File: config.mk
export PLATFORM = sky130hd
export DESIGN_NAME = sqf_status
export DESIGN_NICKNAME = d
export VERILOG_FILES = /design/src/rtl/sqf_pkg.sv /design/src/rtl/sqf_status.sv /design/src/rtl/sqf_bound_cmp.sv
export SDC_FILE = /design/constraint.sdc
export NUM_CORES = 1
export LEC_CHECK = 0
export ABC_CLOCK_PERIOD_IN_PS = 4700
export BUFFER_PORTS_ARGS = -buffer_cell sky130_fd_sc_hd__buf_2
export CAP_MARGIN = 20
export CORE_MARGIN = 3
export CORE_UTILIZATION = 40
export CTS_CLUSTER_SIZE = 24
export DETAILED_ROUTE_END_ITERATION = 16
export SKIP_CTS_REPAIR_TIMING = 1
export SLEW_MARGIN = 20
export SYNTH_ARGS = -nofsm -noshare
export SYNTH_HDL_FRONTEND = slang
export SYNTH_SLANG_ARGS = --single-unit
File: constraint.sdc
create_clock -name pclk -period 4.7 [get_ports pclk]
set_clock_uncertainty 0.15 [all_clocks]
set_input_delay 0.94 -clock pclk [delete_from_list [all_inputs] [get_ports pclk]]
set_output_delay 0.94 -clock pclk [all_outputs]
set_load 0.1 [all_outputs]
File: src/rtl/sqf_pkg.sv
package sqf_pkg;
   localparam int          DEPTH        = 256;
   localparam int          CNT_W        = 9;
   localparam int          CH_W         = 4;
   localparam int          NCH          = 16;
   localparam int          DATA_W       = 16;
   localparam int          THR_W        = 12;
   localparam int          THR_LSB      = 4;
   localparam int          ADDR_W       = 8;
   localparam logic [CNT_W-1:0] CNT_FULL = 9'h100;
   localparam logic [CNT_W-1:0] CNT_ZERO = 9'h000;
   localparam logic [CNT_W-1:0] CNT_ONE  = 9'h001;

   localparam logic [ADDR_W-1:0] OFF_STATUS = 8'h00;
   localparam logic [ADDR_W-1:0] OFF_CTRL   = 8'h04;
   localparam logic [ADDR_W-1:0] OFF_THRESH = 8'h08;
   localparam logic [ADDR_W-1:0] OFF_CHEN   = 8'h0c;
   localparam logic [ADDR_W-1:0] OFF_LEVEL  = 8'h10;

   localparam int BIT_WMARK = 1;
   localparam int BIT_OVR   = 2;
   localparam int BIT_BELOW = 3;
   localparam int BIT_ABOVE = 4;

   localparam int CTRL_WM_LSB    = 0;
   localparam int CTRL_MODE_BIT  = 16;
   localparam int CTRL_FLUSH_BIT = 31;
   localparam int THR_LOW_LSB    = 0;
   localparam int THR_HIGH_LSB   = 12;

   localparam logic [CNT_W-1:0] RST_WMARK = 9'h100;
   localparam logic [THR_W-1:0] RST_LOW   = 12'h000;
   localparam logic [THR_W-1:0] RST_HIGH  = 12'hfff;
   localparam logic [NCH-1:0]   RST_CHEN  = 16'h0000;

   typedef enum logic {SQF_WATERMARK, SQF_STREAM} sqf_mode_t;
endpackage : sqf_pkg

File: src/rtl/sqf_status.sv
// Notes on behaviour
// - Stored enabled channel result at or below lower bound sets the below-bound flag.
// - Below-bound and overrun flags hold until the FIFO becomes empty.
// - Watermark mode: conversion dropped while FIFO locked sets overrun.
// - Streaming mode: full FIFO with no pop drops oldest entry, admits new, sets overrun.
// - Watermark flag set while sample count is at or above watermark.
// - Watermark flag clears once count falls below watermark; no latching.
// - Each interrupt follows its flag exactly; no acknowledge.
// - Status bits 3, 2, 1 are below-bound, overrun, watermark; reset zero.
// - Stored enabled channel result at or above upper bound sets above-bound flag.
// - Lower bound in threshold bits 11:0, upper bound in bits 23:12.
`timescale 1ns/1ps
module sqf_status (
   input  wire logic                             pclk,
   input  wire logic                             presetn,
   input  wire logic                             psel,
   input  wire logic                             penable,
   input  wire logic                             pwrite,
   input  wire logic [sqf_pkg::ADDR_W-1:0]       paddr,
   input  wire logic [31:0]                      pwdata,
   output logic      [31:0]                      prdata,
   output logic                                  pready,
   output logic                                  pslverr,
   input  wire logic                             conv_valid,
   input  wire logic [sqf_pkg::CH_W-1:0]         conv_channel,
   input  wire logic [sqf_pkg::DATA_W-1:0]       conv_data,
   input  wire logic                             fifo_pop,
   output logic                                  drop_oldest,
   output logic                                  irq_below,
   output logic                                  irq_above,
   output logic                                  irq_overrun,
   output logic                                  irq_watermark
);

   // Fill level and admission state
   logic [sqf_pkg::CNT_W-1:0]  count;
   logic [sqf_pkg::CNT_W-1:0]  next_count;
   logic                       locked;
   logic                       next_locked;
   logic                       accept;
   logic                       drop_new;
   logic                       evict;
   logic                       pop_ok;
   logic                       flush;
   logic                       becomes_empty;

   // Programmed settings
   logic [sqf_pkg::CNT_W-1:0]  wm_level;
   sqf_pkg::sqf_mode_t         mode;
   logic [sqf_pkg::THR_W-1:0]  lower_bound_value;
   logic [sqf_pkg::THR_W-1:0]  upper_bound_value;
   logic [sqf_pkg::NCH-1:0]    per_channel_compare_enable;

   // Status flags
   logic                       below_bound_flag;
   logic                       above_bound_flag;
   logic                       overrun_flag;
   logic                       watermark_flag;
   logic                       compare_on;
   logic                       below_hit;
   logic                       above_hit;

   // Register port
   logic                       setup;
   logic                       wr_en;
   logic                       map_hit;
   logic [31:0]                read_word;

   function automatic logic hits(input logic [sqf_pkg::ADDR_W-1:0] a,
                                 input logic [sqf_pkg::ADDR_W-1:0] off);
      return a == off;
   endfunction : hits

   // Zero wait states: ready follows the setup cycle
   assign setup = psel && !penable;
   assign wr_en = psel && penable && pready && pwrite;
   assign flush = wr_en && hits(paddr, sqf_pkg::OFF_CTRL) && pwdata[sqf_pkg::CTRL_FLUSH_BIT];

   // Admission of a new conversion
   always_comb begin
      accept   = 1'b0;
      drop_new = 1'b0;
      evict    = 1'b0;
      pop_ok   = fifo_pop && (count != sqf_pkg::CNT_ZERO);
      if (conv_valid) begin
         if (mode == sqf_pkg::SQF_STREAM) begin
            accept = 1'b1;
            // A pop in the same cycle makes room, so nothing is lost
            evict  = (count == sqf_pkg::CNT_FULL) && !pop_ok;
         end else if (locked || (count == sqf_pkg::CNT_FULL)) begin
            drop_new = 1'b1;
         end else begin
            accept = 1'b1;
         end
      end
   end

   // Fill level; flush beats any push or pop
   always_comb begin
      next_count = count;
      if (flush) begin
         next_count = sqf_pkg::CNT_ZERO;
      end else if (accept && !evict && !pop_ok) begin
         next_count = count + sqf_pkg::CNT_ONE;
      end else if (pop_ok && !accept) begin
         next_count = count - sqf_pkg::CNT_ONE;
      end
   end

   assign becomes_empty = (next_count == sqf_pkg::CNT_ZERO);

   always_ff @(posedge pclk or negedge presetn) begin
      if (!presetn) begin
         count <= sqf_pkg::CNT_ZERO;
      end else begin
         count <= next_count;
      end
   end

   // Watermark mode treats the FIFO as full until it is emptied
   always_comb begin
      next_locked = locked;
      if ((mode == sqf_pkg::SQF_STREAM) || becomes_empty) begin
         next_locked = 1'b0;
      end else if (accept && (next_count >= wm_level)) begin
         next_locked = 1'b1;
      end
   end

   always_ff @(posedge pclk or negedge presetn) begin
      if (!presetn) begin
         locked <= 1'b0;
      end else begin
         locked <= next_locked;
      end
   end

   // Only stored results are compared
   assign compare_on = accept && per_channel_compare_enable[conv_channel];

   sqf_bound_cmp u_cmp (
      .sample            (conv_data),
      .lower_bound_value (lower_bound_value),
      .upper_bound_value (upper_bound_value),
      .compare_on        (compare_on),
      .below             (below_hit),
      .above             (above_hit)
   );

   // Set wins over the emptying clear
   always_ff @(posedge pclk or negedge presetn) begin
      if (!presetn) begin
         below_bound_flag <= 1'b0;
      end else if (below_hit) begin
         below_bound_flag <= 1'b1;
      end else if (becomes_empty) begin
         below_bound_flag <= 1'b0;
      end
   end

   always_ff @(posedge pclk or negedge presetn) begin
      if (!presetn) begin
         above_bound_flag <= 1'b0;
      end else if (above_hit) begin
         above_bound_flag <= 1'b1;
      end else if (becomes_empty) begin
         above_bound_flag <= 1'b0;
      end
   end

   always_ff @(posedge pclk or negedge presetn) begin
      if (!presetn) begin
         overrun_flag <= 1'b0;
      end else if (drop_new || evict) begin
         overrun_flag <= 1'b1;
      end else if (becomes_empty) begin
         overrun_flag <= 1'b0;
      end
   end

   // Tracks the level, never latches
   always_ff @(posedge pclk or negedge presetn) begin
      if (!presetn) begin
         watermark_flag <= 1'b0;
      end else begin
         watermark_flag <= (next_count >= wm_level);
      end
   end

   always_ff @(posedge pclk or negedge presetn) begin
      if (!presetn) begin
         drop_oldest <= 1'b0;
      end else begin
         drop_oldest <= evict;
      end
   end

   // Interrupts are the flag flops themselves
   assign irq_below     = below_bound_flag;
   assign irq_above     = above_bound_flag;
   assign irq_overrun   = overrun_flag;
   assign irq_watermark = watermark_flag;

   // Settings; bounds are assumed static while samples flow
   always_ff @(posedge pclk or negedge presetn) begin
      if (!presetn) begin
         wm_level <= sqf_pkg::RST_WMARK;
         mode     <= sqf_pkg::SQF_WATERMARK;
      end else if (wr_en && hits(paddr, sqf_pkg::OFF_CTRL)) begin
         wm_level <= pwdata[sqf_pkg::CTRL_WM_LSB +: sqf_pkg::CNT_W];
         mode     <= sqf_pkg::sqf_mode_t'(pwdata[sqf_pkg::CTRL_MODE_BIT]);
      end
   end

   always_ff @(posedge pclk or negedge presetn) begin
      if (!presetn) begin
         lower_bound_value <= sqf_pkg::RST_LOW;
         upper_bound_value <= sqf_pkg::RST_HIGH;
      end else if (wr_en && hits(paddr, sqf_pkg::OFF_THRESH)) begin
         lower_bound_value <= pwdata[sqf_pkg::THR_LOW_LSB +: sqf_pkg::THR_W];
         upper_bound_value <= pwdata[sqf_pkg::THR_HIGH_LSB +: sqf_pkg::THR_W];
      end
   end

   always_ff @(posedge pclk or negedge presetn) begin
      if (!presetn) begin
         per_channel_compare_enable <= sqf_pkg::RST_CHEN;
      end else if (wr_en && hits(paddr, sqf_pkg::OFF_CHEN)) begin
         per_channel_compare_enable <= pwdata[sqf_pkg::NCH-1:0];
      end
   end

   // Read decode
   always_comb begin
      read_word = '0;
      map_hit   = 1'b1;
      if (hits(paddr, sqf_pkg::OFF_STATUS)) begin
         read_word[sqf_pkg::BIT_ABOVE] = above_bound_flag;
         read_word[sqf_pkg::BIT_BELOW] = below_bound_flag;
         read_word[sqf_pkg::BIT_OVR]   = overrun_flag;
         read_word[sqf_pkg::BIT_WMARK] = watermark_flag;
      end else if (hits(paddr, sqf_pkg::OFF_CTRL)) begin
         read_word[sqf_pkg::CTRL_WM_LSB +: sqf_pkg::CNT_W] = wm_level;
         read_word[sqf_pkg::CTRL_MODE_BIT] = (mode == sqf_pkg::SQF_STREAM);
      end else if (hits(paddr, sqf_pkg::OFF_THRESH)) begin
         read_word[sqf_pkg::THR_LOW_LSB +: sqf_pkg::THR_W]  = lower_bound_value;
         read_word[sqf_pkg::THR_HIGH_LSB +: sqf_pkg::THR_W] = upper_bound_value;
      end else if (hits(paddr, sqf_pkg::OFF_CHEN)) begin
         read_word[sqf_pkg::NCH-1:0] = per_channel_compare_enable;
      end else if (hits(paddr, sqf_pkg::OFF_LEVEL)) begin
         read_word[sqf_pkg::CNT_W-1:0] = count;
      end else begin
         map_hit = 1'b0;
      end
   end

   // Read data is captured in setup so it stands through access
   always_ff @(posedge pclk or negedge presetn) begin
      if (!presetn) begin
         pready  <= 1'b0;
         pslverr <= 1'b0;
         prdata  <= '0;
      end else begin
         pready  <= setup;
         pslverr <= setup && !map_hit;
         if (setup) begin
            prdata <= read_word;
         end
      end
   end
endmodule : sqf_status

File: src/rtl/sqf_bound_cmp.sv
`timescale 1ns/1ps
module sqf_bound_cmp (
   input  wire logic [sqf_pkg::DATA_W-1:0] sample,
   input  wire logic [sqf_pkg::THR_W-1:0]  lower_bound_value,
   input  wire logic [sqf_pkg::THR_W-1:0]  upper_bound_value,
   input  wire logic                       compare_on,
   output logic                            below,
   output logic                            above
);
   // Bounds are 12 bits, so only the top of the result is compared
   logic [sqf_pkg::THR_W-1:0] top;
   assign top   = sample[sqf_pkg::DATA_W-1:sqf_pkg::THR_LSB];
   assign below = compare_on && (top <= lower_bound_value);
   assign above = compare_on && (top >= upper_bound_value);
endmodule : sqf_bound_cmp

==> impl_metrics.ini, run 1 <==
[run_status]
status = complete, no violations

[sta]
fin_crit_ns = 4.15
fmax_mhz = 241
period_share_pct = 88.3
worst_pin_slew_ns = 0.871
hold_violations = 0
setup_tns_ns = 0
setup_viol = 0
relSlewSlack_pct = 41.9
grt_setup_unrepaired = false
finalMaxSlewViolations = 0

[synth]
yosys.area.top_type_share_pct = 37.6
ys_ff_latch = 91
yosysSeqAreaShare_pct = 44.2
yosysTopAreaCell = dfrtp_1
synth_area_leaders = dfrtp_1 (38%), ha_1 (8.7%), dfstp_2 (6.6%), nand2_1 (5.0%), mux2_2 (4.6%)
synth_warnings = 0
netlist_instances = 531
syn_area_sq_mm = 0.00519
synth_edf_count = 0
async_flop_share_pct = 100
ys_types = 55
ys.flop_type = dfrtp_1
syn_area_per_cell_sq_um = 9.77

[die]
start_util_pct = 42.0
ios = 106
die_h_um = 120
fp.coreArea_sq_mm = 0.0124
die_area_sq_mm = 0.0144
die_w_um = 120
rows = 40

[layout]
multi_input_area_sq_mm = 0.00262
drive_above_1_share_pct = 25.0
utilization_pct = 49.3
seq_area_sq_mm = 0.00229
fillers = 1162
area_growth_pct = 17.6
final_nets = 714
final_cells = 784
diodes = 0

[grt]
grt_pass1_wl_mm = 22.1
grt_max_degree = 71
antenna_found_initial = 1
grt_pass1_vias = 4188
grt.overflow.total = 0
grt_use_total_pct = 19.5

[drt]
routed-via-count = 4169
drt_wl_total_mm = 13.6
drc_errors = 0
ant_nets = 0
routed_via_density = 5.32
wire_per_inst_um = 17.3
dr.first_iter.drc_count = 325
drt_first_pass_iters = 4

[clock_tree]
clk-insertion-delay-late_ns = 0.34
cts_buffer_depth = 2
cts.htree.levels = 3
path_clk_slew_ns = 0.07
numCtsBuffers = 9
root_buffer = clkbuf_16
cts_tree = yes
cts_sinks = 91

[worst_setup_path]
max_stage_delay_ns = 0.48
worst_path_max_delay_cell = a2111oi_0
cp-end-kind = flop
cp.required_ns = 4.75
cp.arrival_ns = 4.20
cp_max_fo = 8
path_cells = inv_1 > ha_1 > or3b_1 > or3_4 > a2111oi_2 > nor3_1 > nor3_2 > ha_1 > a2111oi_0 > o21ai_0 > o21a_1 > a21oi_1 > nor3_1
path_class = reg -> reg
start_kind = flop

[flow_run]
drv_cap = 0

[place]
placedCellCount = 768
dpl.hpwl_mm = 10.3
port_buffers = 86
gp_congestion = 0.833

[power]
power.density_mw_per_mm2 = 389
cellLeakagePower_nw = 3.03
ir_drop_mv = 0.222

[min_path]
hold_class = reg -> reg
-- where the power goes --
part	internal (mW)	switching, mW
sequential	0.843	0.112
combinational	0.212	0.404
clock	0.486	0.315
total	1.54	0.831
-- final cells by class --
type,count,area share (%)
Tap cell,168,3.45
Inverter,43,2.65
Timing Repair Buffer,93,7.96
Clock inverter,6,1.54
Multi-Input combinational cell,373,42.9
Clock buffer,10,3.92
Sequential cell,91,37.6
-- synth_stat cells, types with 2 or more instances --
cell type	number
o22a_1	2
buf_2	2
nor3_1	12
o31ai_1	10
nand4_1	7
a22oi_1	2
nand2_1	69
dfrtp_1	78
nand3_1	4
mux2_2	21
a221oi_1	6
xnor2_1	2
o21a_1	5
and2_1	4
o211a_1	3
dfstp_2	13
a2111oi_0	4
nor4_1	2
or3_1	5
nor2b_1	2
o21ai_1	24
nor3_2	2
buf_4	8
and3_1	4
nor2_1	23
mux2i_1	21
o211ai_1	4
clkbuf_1	21
nand2b_1	7
ha_1	36
mux4_2	4
mux2_1	6
o21ai_0	32
a21oi_1	21
or2_1	2
inv_1	43
a211oi_1	2
-- cells in the final DEF, fill, tap and decap left out, types with 3 or more instances in the layout --
cell type,instances
nand2_1,69
a2111oi_0,4
mux4_2,4
buf_2,85
o211ai_1,4
o21ai_0,32
nor3_2,3
o21a_1,5
nand4_1,7
mux2i_1,21
ha_1,36
o211a_1,3
buf_4,8
and2_1,4
o21ai_1,24
and3_1,4
mux2_1,6
clkbuf_16,9
inv_1,43
conb_1,8
o31ai_1,10
nor3_1,11
a21oi_1,21
nand2b_1,7
a221oi_1,6
inv_6,3
nand3_1,4
dfstp_2,13
dfrtp_1,78
nor2_1,23
mux2_2,21
or3_1,5
-- cells by family (layout without fill, tap and decap cells) --
group / Yosys count / after routing / share of synthesized area (%)
buf+inv: 74 / 152 / 5.98
fa+ha+maj: 36 / 36 / 8.68
mux: 52 / 52 / 11.6
flops: 91 / 91 / 44.2
xor+xnor: 3 / 3 / 0.506
other cells: 1 / 8 / 0.0723
simple gates: 155 / 155 / 14.8
compound gates: 119 / 119 / 14.1
-- per-stage QoR --
step | hold WS, ns | power [mW] | worst slack, ns | instance area, sq um
finish | 0.318 | 2.37 | 0.549 | 6100
global route | 0.366 | 2.50 | 0.300 | 6100
CTS | 0.326 | 2.38 | 0.629 | 6100
detailed placement | 0.312 | 1.58 | 0.559 | 5770
global placement | 0.305 | 1.56 | 0.677 | 5770
floorplan | 0.324 | 1.39 | 1.01 | 5220
-- path summary, 6_finish.rpt --
path / cells past startpoint / slack (ns) / end / from
max in group asynchronous: 2 / 3.00 / drop_oldest / presetn
min in group asynchronous: 1 / 0.57 / prdata[14] / presetn
worst max register to register: 13 / 0.55 / locked / count[0]
worst max-delay path: 13 / 0.55 / locked / count[0]
worst min register to register: 2 / 0.32 / prdata[2] / prdata[2]
worst min-delay path: 2 / 0.32 / prdata[2] / prdata[2]
-- flip-flops by register name (all words and copies together), names as in the netlist, 9 cells and up --
signal                      cells
upper_bound_value              12
per_channel_compare_enable     16
prdata                         24
wm_level                        9
lower_bound_value              12
count                           9
-- worst max-delay path: cells and delay by family (launching register included) --
kind / cells / cell delay, ns
AND/OR/NAND/NOR: 5 / 1.40
adder cells (fa/ha/maj): 2 / 0.49
flip-flops: 1 / 0.45
buffers and inverters: 1 / 0.14
AO/OA/AOI/OAI: 5 / 1.40
-- routing by layer --
layer	vias to the layer above	wire [um]	track usage (%)
met2	117	6380	31.1
met5	-	11	0
met1	2000	6180	27.0
li1	2029	-	-
met3	21	746	4.24
met4	2	244	5.37
(Power assumes the default switching activity.)
==> inputs of run 2 (changes only) <==
--- a/config.mk
+++ b/config.mk
@@ -8,7 +8,7 @@
 export ABC_CLOCK_PERIOD_IN_PS = 4700
 export BUFFER_PORTS_ARGS = -buffer_cell sky130_fd_sc_hd__buf_2
 export CAP_MARGIN = 20
-export CORE_MARGIN = 3
+export CORE_MARGIN = 2
 export CORE_UTILIZATION = 40
 export CTS_CLUSTER_SIZE = 24
 export DETAILED_ROUTE_END_ITERATION = 16
==> run 2 against run 1 <==
Global-route usage is 0.57 points higher. Sequential share of layout area grew 0.19 points. Clock power is 9.9% lower. Worst setup slack improved by 0.069 ns. Clock-buffer cell count grew 4. Largest cell class unchanged. Power down 3.5%. Hold slack improved by 0.0043 ns.
==> impl_metrics.ini, run 2 (synthesis gave the netlist of run 1 again) <==
[clock_tree]
cts_buffer_depth = 2
cts.htree.levels = 3
path_clk_slew_ns = 0.06
clk-insertion-delay-late_ns = 0.35
cts_tree = yes
numCtsBuffers = 9
root_buffer = clkbuf_16
cts_sinks = 91

[drt]
drt_wl_total_mm = 13.5
wire_per_inst_um = 17.1
routed_via_density = 5.25
routed-via-count = 4136
drc_errors = 0
dr.first_iter.drc_count = 175
drt_first_pass_iters = 5
ant_nets = 0

[grt]
grt_max_degree = 65
grt_pass1_wl_mm = 21.9
busiest_layer = met2
grt.overflow.total = 0
grt_pass1_vias = 4245
grt_use_total_pct = 20.1
grt.met1_usage_pct = 25.0
use_met2_pct = 34.3
use_met3_pct = 4.17
antenna_found_initial = 2

[worst_setup_path]
worst-path-buf-inv = 1
cp.arrival_ns = 4.15
cp_max_fo = 8
path_class = reg -> reg
reg2reg_from = count[0]
max_stage_delay_ns = 0.47
critPathTopFamily = compound AO/OA/AOI/OAI gates
worst_path_max_delay_cell = a2111oi_0
cp.required_ns = 4.77
timing.critical_path.from = count[0]
path_cells = inv_1 > ha_1 > or3b_1 > or3_4 > a2111oi_2 > nor3_1 > nor3_2 > ha_1 > a2111oi_0 > o21ai_0 > o21a_1 > a21oi_1 > nor3_1
cp-end-kind = flop
start_kind = flop

[die]
ios = 106
start_util_pct = 41.1
die_h_um = 118
fp.coreArea_sq_mm = 0.0126
rows = 41
die_area_sq_mm = 0.0139
die_w_um = 118

[layout]
drive_above_1_share_pct = 24.2
largest_reg_flops = 24
mostFrequentLayoutCells = buf_2 (85), dfrtp_1 (78), nand2_1 (69), inv_1 (43), ha_1 (36)
final_nets = 713
top_register = prdata
final_common_cell = buf_2
area_growth_pct = 17.0
reg_top3 = prdata (24), per_channel_compare_enable (16)
final_cells = 788

[min_path]
hold_class = reg -> reg
hold_path.startpoint = prdata[19]

[place]
gp_congestion = 0.887
port_buffers = 86
dpl.hpwl_mm = 10.3
place_ws_ns = 0.501
placedCellCount = 771

[sta]
relSlewSlack_pct = 29.1
setup_viol = 0
fmax_mhz = 245
worst_pin_slew_ns = 1.06
grt_setup_unrepaired = false
hold_violations = 0
setup_tns_ns = 0
fin_crit_ns = 4.08
finalWorstSetupSlack_ns = 0.619
finalMaxSlewViolations = 0
period_share_pct = 86.8

[power]
ir_drop_mv = 0.149
power.density_mw_per_mm2 = 377
cellLeakagePower_nw = 3.01

[flow_run]
drv_cap = 0

[run_status]
status = complete, no violations
-- run 2: final timing paths --
path	end	slack (ns)	cells after the start
hold / removal	prdata[19]	0.32	2
min in group asynchronous	lower_bound_value[9]	0.54	1
setup reg to reg	locked	0.62	13
setup / recovery	locked	0.62	13
hold reg to reg	prdata[19]	0.32	2
max in group asynchronous	lower_bound_value[4]	2.96	2
-- run 2: per-stage QoR --
step / power, mW / utilization (%) / instance area, sq um / hold WS [ns]
2_1_floorplan: 1.39 / - / 5220 / 0.324
3_3_place_gp: 1.55 / 45.8 / 5780 / 0.309
3_5_place_dp: 1.58 / 45.8 / 5780 / 0.314
4_1_cts: 2.30 / 48.1 / 6070 / 0.330
5_1_grt: 2.41 / 48.1 / 6070 / 0.351
6_report: 2.29 / 48.1 / 6070 / 0.322
-- run 2: layout make-up --
class | count | area, sq um
Timing Repair Buffer | 92 | 490
Multi-Input combinational cell | 373 | 2620
Fill cell | 1263 | 6550
Sequential cell | 91 | 2290
Clock inverter | 2 | 35.0
Tap cell | 172 | 215
Inverter | 43 | 161
Antenna cell | 1 | 2.50
Clock buffer | 14 | 254
-- run 2: worst reg2reg max path: cells and delay by family (launching register included) --
family	cells	cell delay, ns
buffers and inverters	1	0.13
and+or+nand+nor	5	1.36
adders and majority gates	2	0.48
DFF	1	0.46
AOI/OAI and AO/OA	5	1.38
-- run 2: power by group --
part | total (mW) | switching (mW) | internal, mW | leakage, nW
Clock | 0.722 | 0.295 | 0.427 | 0.141
Combinational | 0.617 | 0.404 | 0.213 | 1.75
Sequential | 0.950 | 0.106 | 0.844 | 1.12
-- run 2: metal layers --
metal	share of wire [%]	up-vias
li1	-	2017
met2	49	79
met5	0.097	-
met1	45	2020
met4	1.8	2
met3	3.9	18
